File: config.mk
export PLATFORM = sky130hd
export DESIGN_NAME = lgt_line_regs
export DESIGN_NICKNAME = d
export VERILOG_FILES = /design/src/hdl/lgt_pkg.sv /design/src/hdl/lgt_gain_path.sv /design/src/hdl/lgt_line_regs.sv
export SDC_FILE = /design/constraint.sdc
export NUM_CORES = 2
export LEC_CHECK = 0
export BUFFER_PORTS_ARGS = -buffer_cell sky130_fd_sc_hd__buf_2
export CORE_MARGIN = 4
export CORE_UTILIZATION = 35
export DETAILED_ROUTE_END_ITERATION = 12
export SETUP_SLACK_MARGIN = 0.05
export SYNTH_ARGS = -nofsm -noshare
export SYNTH_HDL_FRONTEND = slang
export SYNTH_SLANG_ARGS = --single-unit
File: constraint.sdc
create_clock -name pclk -period 7.8 [get_ports pclk]
set_input_delay 0 -clock pclk [delete_from_list [all_inputs] [get_ports pclk]]
set_output_delay 0 -clock pclk [all_outputs]
set_load 0.05 [all_outputs]
File: src/hdl/lgt_pkg.sv
// Package with register indices, field layouts, reset values and gain constants of the line gain/threshold bank
package lgt_pkg;

  // ==========================================================================
  // Register indices (byte address is four times the index)
  // ==========================================================================
  localparam logic [5:0] IDX_RECEIVE_GAIN       = 6'h1a;
  localparam logic [5:0] IDX_TRANSMIT_GAIN      = 6'h1b;
  localparam logic [5:0] IDX_LOOP_UPPER         = 6'h1c;
  localparam logic [5:0] IDX_RING_TRIP          = 6'h1d;
  localparam logic [5:0] IDX_CM_LOW             = 6'h1e;
  localparam logic [5:0] IDX_CM_HIGH            = 6'h1f;
  localparam logic [5:0] IDX_POWER_ALARM_A      = 6'h20;
  localparam logic [5:0] IDX_POWER_ALARM_B      = 6'h21;
  localparam logic [5:0] IDX_POWER_ALARM_C      = 6'h22;
  localparam logic [5:0] IDX_LOOP_FILTER_COEFF  = 6'h23;
  localparam logic [5:0] IDX_RING_FILTER_COEFF  = 6'h24;
  localparam logic [5:0] IDX_THERMAL_POLE_A     = 6'h25;
  localparam logic [5:0] IDX_THERMAL_POLE_B     = 6'h26;
  localparam logic [5:0] IDX_THERMAL_POLE_C     = 6'h27;
  localparam logic [5:0] IDX_RINGING_BIAS       = 6'h28;
  localparam logic [5:0] IDX_OVERHEAD_VOLTAGE   = 6'h29;
  localparam logic [5:0] IDX_RESERVED           = 6'h2a;
  localparam logic [5:0] IDX_LOOP_LOWER         = 6'h2b;
  localparam logic [5:0] IDX_HYST_CTRL          = 6'h30;
  localparam logic [5:0] IDX_DETECT_STATUS      = 6'h31;
  localparam logic [5:0] IDX_BANK_FIRST         = 6'h1a;
  localparam logic [5:0] IDX_BANK_LAST          = 6'h2b;

  // ==========================================================================
  // Field layouts
  // ==========================================================================
  localparam int REG_W          = 16;
  localparam int GAIN_W         = 12;
  localparam int GAIN_LSB       = 4;
  localparam int THR_W          = 6;
  localparam int LOOP_UPPER_LSB = 9;
  localparam int RING_TRIP_LSB  = 7;
  localparam int CM_LSB         = 5;
  localparam int LOOP_LOWER_LSB = 10;
  localparam int HYST_EN_BIT    = 0;
  localparam int STAT_LOOP_BIT  = 0;
  localparam int STAT_RING_BIT  = 1;
  localparam int STAT_WIDE_BIT  = 2;

  // ==========================================================================
  // Reset values and gain encoding
  // ==========================================================================
  localparam logic [15:0] BANK_RESET      = 16'h0000;
  localparam logic [15:0] HYST_RESET      = 16'h0000;
  localparam logic [11:0] GAIN_MUTE       = 12'h000;
  localparam logic [11:0] GAIN_UNITY      = 12'h400;
  localparam logic [11:0] GAIN_MAX        = 12'h7ff;
  localparam int          GAIN_FRAC_BITS  = 10;

  typedef enum logic [1:0] {
    LGT_ST_IDLE   = 2'b01,
    LGT_ST_ACCESS = 2'b10
  } lgt_bus_state_e;

endpackage

File: src/hdl/lgt_gain_path.sv
// Saturating two's-complement gain stage for one voice path
module lgt_gain_path #(
  parameter int SAMPLE_W = 16,
  parameter int GAIN_W   = lgt_pkg::GAIN_W,
  parameter int FRAC     = lgt_pkg::GAIN_FRAC_BITS
) (
  input  wire logic                       pclk,
  input  wire logic                       presetn,
  input  wire logic signed [SAMPLE_W-1:0] sample_in,
  input  wire logic                       sample_in_valid,
  input  wire logic        [GAIN_W-1:0]   gain,
  output logic signed      [SAMPLE_W-1:0] sample_out,
  output logic                            sample_out_valid
);

  localparam int PROD_W = SAMPLE_W + GAIN_W;

  // ==========================================================================
  // Arithmetic
  // ==========================================================================
  // Clip instead of wrap, so a hot gain never flips the sign of a loud sample
  function automatic logic signed [SAMPLE_W-1:0] saturate(input logic signed [PROD_W-1:0] v);
    logic signed [PROD_W-1:0] hi;
    logic signed [PROD_W-1:0] lo;
    hi = PROD_W'({1'b0, {(SAMPLE_W-1){1'b1}}});
    lo = -hi - PROD_W'(1);
    if (v > hi)
      saturate = hi[SAMPLE_W-1:0];
    else if (v < lo)
      saturate = lo[SAMPLE_W-1:0];
    else
      saturate = v[SAMPLE_W-1:0];
  endfunction

  logic signed [PROD_W-1:0] product;
  logic signed [PROD_W-1:0] scaled;

  assign product = PROD_W'(sample_in) * PROD_W'($signed(gain));
  assign scaled  = product >>> FRAC;

  // ==========================================================================
  // Output register
  // ==========================================================================
  always_ff @(posedge pclk or negedge presetn)
  begin
    if (!presetn)
    begin
      sample_out       <= '0;
      sample_out_valid <= 1'b0;
    end
    else
    begin
      sample_out_valid <= sample_in_valid;
      if (sample_in_valid)
        sample_out <= saturate(scaled);
    end
  end

endmodule // lgt_gain_path

File: src/hdl/lgt_line_regs.sv
// Line gain and linefeed threshold register bank with its APB slave and detectors
//
// Notes on behaviour
// - Register contents carry no guaranteed meaning after reset until software writes them.
// - Every stored value is used as a two's-complement number; the code does so for the gains only, thresholds compare unsigned.
// - Each receive sample is multiplied by the 12-bit receive gain, 0x000 mutes, 0x400 is unity, 0x7ff about +6 dB.
// - Each transmit sample is multiplied by the 12-bit transmit gain with the same encoding as receive.
// - Loop current is compared with the 6-bit loop closure threshold in 1.27 mA steps up to 80 mA.
// - With hysteresis enabled by bit 0 of the hysteresis control, the upper threshold bounds the window above.
// - With hysteresis enabled, a separate 6-bit lower threshold bounds the window below.
// - While ringing, the ring trip threshold is the detection level for ring trip.
// - Common-mode voltage below the negative threshold (0.375 V steps) selects the wider linefeed bandwidth.
// - Common-mode voltage above the positive threshold (0.375 V steps) also selects the wider bandwidth.
//
// Implementation choice: register access over APB.
module lgt_line_regs #(
  parameter int SAMPLE_W = 16,
  parameter int CM_W     = 8
) (
  input  wire logic                       pclk,
  input  wire logic                       presetn,
  input  wire logic                       psel,
  input  wire logic                       penable,
  input  wire logic                       pwrite,
  input  wire logic [7:0]                 paddr,
  input  wire logic [31:0]                pwdata,
  input  wire logic [3:0]                 pstrb,
  output logic      [31:0]                prdata,
  output logic                            pready,
  output logic                            pslverr,
  input  wire logic signed [SAMPLE_W-1:0] rx_sample_in,
  input  wire logic                       rx_sample_in_valid,
  output logic signed      [SAMPLE_W-1:0] rx_sample_out,
  output logic                            rx_sample_out_valid,
  input  wire logic signed [SAMPLE_W-1:0] tx_sample_in,
  input  wire logic                       tx_sample_in_valid,
  output logic signed      [SAMPLE_W-1:0] tx_sample_out,
  output logic                            tx_sample_out_valid,
  input  wire logic [5:0]                 loop_current_code,
  input  wire logic                       ringing_active,
  input  wire logic [5:0]                 ring_current_code,
  input  wire logic signed [CM_W-1:0]     cm_voltage_code,
  output logic                            loop_closed,
  output logic                            ring_trip,
  output logic                            wide_bandwidth
);

  localparam int THR_W = lgt_pkg::THR_W;

  // ==========================================================================
  // Decode helpers
  // ==========================================================================
  function automatic logic bank_hit(input logic [5:0] idx);
    bank_hit = (idx >= lgt_pkg::IDX_BANK_FIRST) && (idx <= lgt_pkg::IDX_BANK_LAST);
  endfunction

  function automatic logic mapped(input logic [5:0] idx);
    mapped = bank_hit(idx) || (idx == lgt_pkg::IDX_HYST_CTRL) || (idx == lgt_pkg::IDX_DETECT_STATUS);
  endfunction

  // Lane merge: only the two low byte lanes reach the 16-bit registers
  function automatic logic [15:0] merge(input logic [15:0] old_v, input logic [31:0] wd, input logic [3:0] st);
    merge[7:0]  = st[0] ? wd[7:0]  : old_v[7:0];
    merge[15:8] = st[1] ? wd[15:8] : old_v[15:8];
  endfunction

  function automatic logic [THR_W-1:0] thr(input logic [15:0] v, input int lsb);
    thr = THR_W'(v >> lsb);
  endfunction

  // ==========================================================================
  // APB slave
  // ==========================================================================
  lgt_pkg::lgt_bus_state_e state_reg;
  logic [5:0]              idx;
  logic                    setup;
  logic                    wr_commit;

  assign idx       = paddr[7:2];
  assign setup     = psel && !penable;
  // Zero-wait access: pready rises for the first access cycle, so the write lands there
  assign wr_commit = psel && penable && pwrite && pready && (state_reg == lgt_pkg::LGT_ST_ACCESS)
                  && mapped(idx) && !pslverr;

  always_ff @(posedge pclk or negedge presetn)
  begin
    if (!presetn)
      state_reg <= lgt_pkg::LGT_ST_IDLE;
    else
    begin
      case (state_reg)
        lgt_pkg::LGT_ST_IDLE:
        begin
          if (setup)
            state_reg <= lgt_pkg::LGT_ST_ACCESS;
        end
        lgt_pkg::LGT_ST_ACCESS:
        begin
          if (setup)
            state_reg <= lgt_pkg::LGT_ST_ACCESS;
          else
            state_reg <= lgt_pkg::LGT_ST_IDLE;
        end
        default:
          state_reg <= lgt_pkg::LGT_ST_IDLE;
      endcase
    end
  end

  always_ff @(posedge pclk or negedge presetn)
  begin
    if (!presetn)
    begin
      pready  <= 1'b0;
      pslverr <= 1'b0;
    end
    else
    begin
      pready  <= setup;
      pslverr <= setup && !mapped(idx);
    end
  end

  // ==========================================================================
  // Register storage
  // ==========================================================================
  // Reset to zero only for a defined state; software must still program every entry but the reserved one
  logic [15:0] bank_reg [int'(lgt_pkg::IDX_BANK_FIRST):int'(lgt_pkg::IDX_BANK_LAST)];
  logic [15:0] hyst_reg;

  always_ff @(posedge pclk or negedge presetn)
  begin
    if (!presetn)
    begin
      for (int i = int'(lgt_pkg::IDX_BANK_FIRST); i <= int'(lgt_pkg::IDX_BANK_LAST); i++)
        bank_reg[i] <= lgt_pkg::BANK_RESET;
    end
    else if (wr_commit && bank_hit(idx) && (idx != lgt_pkg::IDX_RESERVED))
      bank_reg[idx] <= merge(bank_reg[idx], pwdata, pstrb);
  end

  always_ff @(posedge pclk or negedge presetn)
  begin
    if (!presetn)
      hyst_reg <= lgt_pkg::HYST_RESET;
    else if (wr_commit && (idx == lgt_pkg::IDX_HYST_CTRL))
      hyst_reg <= merge(hyst_reg, pwdata, pstrb);
  end

  // ==========================================================================
  // Field extraction
  // ==========================================================================
  logic [lgt_pkg::GAIN_W-1:0] rx_gain;
  logic [lgt_pkg::GAIN_W-1:0] tx_gain;
  logic [THR_W-1:0]           loop_upper;
  logic [THR_W-1:0]           loop_lower;
  logic [THR_W-1:0]           ring_thr;
  logic [THR_W-1:0]           cm_low;
  logic [THR_W-1:0]           cm_high;
  logic                       hyst_en;

  assign rx_gain    = lgt_pkg::GAIN_W'(bank_reg[int'(lgt_pkg::IDX_RECEIVE_GAIN)] >> lgt_pkg::GAIN_LSB);
  assign tx_gain    = lgt_pkg::GAIN_W'(bank_reg[int'(lgt_pkg::IDX_TRANSMIT_GAIN)] >> lgt_pkg::GAIN_LSB);
  assign loop_upper = thr(bank_reg[int'(lgt_pkg::IDX_LOOP_UPPER)], lgt_pkg::LOOP_UPPER_LSB);
  assign loop_lower = thr(bank_reg[int'(lgt_pkg::IDX_LOOP_LOWER)], lgt_pkg::LOOP_LOWER_LSB);
  assign ring_thr   = thr(bank_reg[int'(lgt_pkg::IDX_RING_TRIP)], lgt_pkg::RING_TRIP_LSB);
  assign cm_low     = thr(bank_reg[int'(lgt_pkg::IDX_CM_LOW)], lgt_pkg::CM_LSB);
  assign cm_high    = thr(bank_reg[int'(lgt_pkg::IDX_CM_HIGH)], lgt_pkg::CM_LSB);
  assign hyst_en    = hyst_reg[lgt_pkg::HYST_EN_BIT];

  // ==========================================================================
  // Voice path gain
  // ==========================================================================
  lgt_gain_path #(
    .SAMPLE_W (SAMPLE_W)
  ) u_rx_gain (
    .pclk             (pclk),
    .presetn          (presetn),
    .sample_in        (rx_sample_in),
    .sample_in_valid  (rx_sample_in_valid),
    .gain             (rx_gain),
    .sample_out       (rx_sample_out),
    .sample_out_valid (rx_sample_out_valid)
  );

  lgt_gain_path #(
    .SAMPLE_W (SAMPLE_W)
  ) u_tx_gain (
    .pclk             (pclk),
    .presetn          (presetn),
    .sample_in        (tx_sample_in),
    .sample_in_valid  (tx_sample_in_valid),
    .gain             (tx_gain),
    .sample_out       (tx_sample_out),
    .sample_out_valid (tx_sample_out_valid)
  );

  // ==========================================================================
  // Loop closure detector
  // ==========================================================================
  // A lower bound above the upper one leaves the window empty; the detector then follows the upper bound alone
  always_ff @(posedge pclk or negedge presetn)
  begin
    if (!presetn)
      loop_closed <= 1'b0;
    else if (!hyst_en)
      loop_closed <= (loop_current_code > loop_upper);
    else if (loop_current_code > loop_upper)
      loop_closed <= 1'b1;
    else if (loop_current_code < loop_lower)
      loop_closed <= 1'b0;
  end

  // ==========================================================================
  // Ring trip detector
  // ==========================================================================
  always_ff @(posedge pclk or negedge presetn)
  begin
    if (!presetn)
      ring_trip <= 1'b0;
    else
      ring_trip <= ringing_active && (ring_current_code > ring_thr);
  end

  // ==========================================================================
  // Common-mode speed-up
  // ==========================================================================
  logic signed [CM_W-1:0] cm_neg_limit;
  logic signed [CM_W-1:0] cm_pos_limit;

  assign cm_pos_limit = $signed(CM_W'(cm_high));
  assign cm_neg_limit = -$signed(CM_W'(cm_low));

  always_ff @(posedge pclk or negedge presetn)
  begin
    if (!presetn)
      wide_bandwidth <= 1'b0;
    else
      wide_bandwidth <= (cm_voltage_code < cm_neg_limit)
                     || (cm_voltage_code > cm_pos_limit);
  end

  // ==========================================================================
  // Read data
  // ==========================================================================
  logic [15:0] rd_value;

  always_comb
  begin
    rd_value = 16'h0000;
    if (bank_hit(idx) && (idx != lgt_pkg::IDX_RESERVED))
      rd_value = bank_reg[idx];
    else if (idx == lgt_pkg::IDX_HYST_CTRL)
      rd_value = hyst_reg;
    else if (idx == lgt_pkg::IDX_DETECT_STATUS)
    begin
      rd_value[lgt_pkg::STAT_LOOP_BIT] = loop_closed;
      rd_value[lgt_pkg::STAT_RING_BIT] = ring_trip;
      rd_value[lgt_pkg::STAT_WIDE_BIT] = wide_bandwidth;
    end
  end

  // Read data is captured in the setup cycle and stands until the next setup
  always_ff @(posedge pclk or negedge presetn)
  begin
    if (!presetn)
      prdata <= 32'h0000_0000;
    else if (setup)
      prdata <= (!pwrite) ? {16'h0000, rd_value} : 32'h0000_0000;
  end

endmodule // lgt_line_regs

==> summary.md <==
| Metric | Value |
|---|---|
| Path type of the worst min-delay path | `input port to register` |
| DR vias | `21070` |
| FILL cells | `8651` |
| Deepest clock path buffer count | `3` |
| Setup TNS | `0 ps` |
| Setup CP Type | `register to register` |
| Flop and latch count out of synthesis | `361` |
| Ys flop type | `dfrtp_1` |
| Async set or reset register ratio after synthesis | `1.000` |
| Mapped Area | `31070 um^2` |
| Final hold vios | `0` |
| Final clock skew | `30.01 ps` |
| Fmax | `149.8 MHz` |
| Register area share after synthesis | `0.2908` |
| RSZ-0062 raised after global routing | `no` |
| DR vias/cell | `5.008` |
| All-Layer GR Usage | `0.1755` |
| Total grt overflow | `0` |
| Worst-Skew Late Latency | `600 ps` |
| Reg clk slew, reported paths | `60 ps` |
| Antenna-violating nets left | `0` |
| Drt first pass iters | `5` |
| Pin count of the biggest net entering global routing | `120` |
| Htree depth | `2` |
| Ys Warns | `0` |
| Worst setup EP type | `register` |
| Req. time, crit path | `8210 ps` |
| Routed wire length | `81240 um` |
| PortBufs | `138` |
| FF/Latch Area | `9035 um^2` |
| Status | `complete, no violations` |
| Root buffer cell | `clkbuf_16` |
| Final Slew Violations | `0` |
| Die ar. | `93590 um^2` |
| Tot Pwr | `4.517 mW` |
| Maximum vdd ir drop | `142.3 uV` |
| Power density cells | `131.8 nW/um^2` |
| Post-route clock period utilization | `0.8559` |
| Crit path time final | `6676 ps` |
| Post-DP HPWL | `60610 um` |
| Worst Path Arrival | `7090 ps` |
| CTS tree | `done` |
| Most frequent cells in the layout | `inv_1 (468), dfrtp_1 (360), fa_1 (352)` |
| Final nets | `3609` |
| Clock sinks | `361` |
| # setup viols final | `0` |
| Number of enable flip-flop cells after synthesis | `0` |
| Drt initial violations | `1171` |
| Startpoint Class | `register` |
| Max_cap viols | `0` |
| Tightest Pin Transition | `1312 ps` |
| Die Ht | `305.9 um` |
| First-pass GRT wire length | `129400 um` |
| Die Span X | `305.9 um` |
| Largest register FFs | `288` |
| Starting Density | `0.3521` |
| Io pins | `175` |
| DR WL/cell | `19.31 um` |
| Slew HR | `0.09999` |
| GPL Wtd Cong | `0.8091` |
| Layout cell share with drive strength beyond 1 | `0.2011` |
| Multi-input logic area | `19350 um^2` |
| Post-synthesis cell type count | `90` |
| Post-CTS setup buffer count | `0` |
| Cell row count | `109` |
| Crit-path max FO | `17` |
| Gate Count Post-Synth | `2944` |
| DRC | `0` |
| P_leak | `16.91 nW` |
| Commonest non-fill, non-tap cell in the layout | `inv_1` |
| Vias in the first global route | `22200` |
| Initial antenna violation count | `9` |
| P&R area growth vs syn | `10.32%` |
| Core area | `88240 um^2` |
| TritonCTS buffer count | `41` |
| Mean post-synth cell area | `10.55 um^2` |
critical path: stages (launching register included):
cell      delay [ps]
dfrtp_1          730
nand2_1          260
fa_1             590
inv_1             80
ha_1             490
inv_1            220
fa_1             520
inv_1             50
fa_1             520
inv_1             50
fa_1             470
inv_1             40
ha_1             350
a21oi_1          200
o21ai_2          110
a221oi_4         370
o21ai_0          220
a21o_1           210
and3_1           200
nor4_2           700
a311oi_1         130
cell usage after synthesis (40+ instances only):
library cell  instances  area share
mux2i_1              45       0.014
and2_1              116       0.023
o21ai_0              82       0.013
nor2_1               85       0.010
nand2_1             351       0.042
dfrtp_1             360        0.29
mux2_2              292        0.11
ha_1                145       0.058
fa_1                352        0.23
inv_1               468       0.057
xnor2_1              40       0.011
a21oi_1              74       0.012
clkbuf_1            116       0.014
repair_timing:
item	CTS	global route
endpoints found under the hold margin	169	0
hold buffers	29	0
resized for setup	0	0
cell type report:
type | count | area share
multi-input cells | 1933 | 0.5646
flip-flops and latches | 361 | 0.2636
inverters | 469 | 0.05136
well taps | 1165 | 0.04253
repair buffers | 202 | 0.03720
clock buffers | 56 | 0.03304
clock inverters | 17 | 0.007301
diodes | 5 | 0.0003651
where the power goes:
group | switching, mW | leakage [nW] | internal (mW)
sequential | 0.0221 | 4.89 | 1.90
clock | 0.859 | 0.674 | 1.17
combinational | 0.404 | 11.3 | 0.162
routing by layer:
| layer | up-vias | track usage | routed length, um |
|---|---|---|---|
| met5 | - | 0 | 56 |
| li1 | 9620 | - | - |
| met1 | 10760 | 0.2443 | 36900 |
| met2 | 564 | 0.2770 | 36450 |
| met4 | 8 | 0.04699 | 2284 |
| met3 | 118 | 0.04041 | 5542 |
kinds of logic (layout without fill, tap and decap cells):
logic type | count (synthesis) | after routing | share of synthesized area
buf+inv | 665 | 744 | 0.08840
flops | 361 | 361 | 0.2908
fa+ha+maj | 497 | 497 | 0.2852
mux | 374 | 374 | 0.1468
compound gates | 336 | 336 | 0.07467
other cells | 1 | 21 | 0.0001207
simple gates | 658 | 658 | 0.09932
xor+xnor | 52 | 52 | 0.01466
per-stage QoR:
step	area (um^2)	hold slack [ps]	std cells	utilization	setup WS (ps)
after floorplan	31120	-295.6	2959	-	1892
after global placement	32590	197.2	4101	0.3693	1268
after detailed placement	32590	201.1	4101	0.3693	1164
after CTS	34260	3.564	4203	0.3883	1156
after global routing	34270	63.81	4205	0.3883	625.1
final	34270	35.29	4208	0.3884	1124
worst paths after layout:
check                                                       end                      start  cells after the start  slack [ps]
setup / recovery           u_tx_gain.sample_out[11]$_DFFE_PN0P_  bank_reg[260]$_DFFE_PN0P_                     20        1120
hold / removal                              ring_trip$_DFF_PN0_       ring_current_code[2]                      5          40
setup reg to reg           u_tx_gain.sample_out[11]$_DFFE_PN0P_  bank_reg[260]$_DFFE_PN0P_                     20        1120
hold reg to reg                        bank_reg[18]$_DFFE_PN0P_   bank_reg[18]$_DFFE_PN0P_                      0         370
max in group asynchronous              bank_reg[72]$_DFFE_PN0P_                    presetn                      3        6130
min in group asynchronous             bank_reg[130]$_DFFE_PN0P_                    presetn                      2         140
Note: power is estimated with default switching activity, not from simulation.
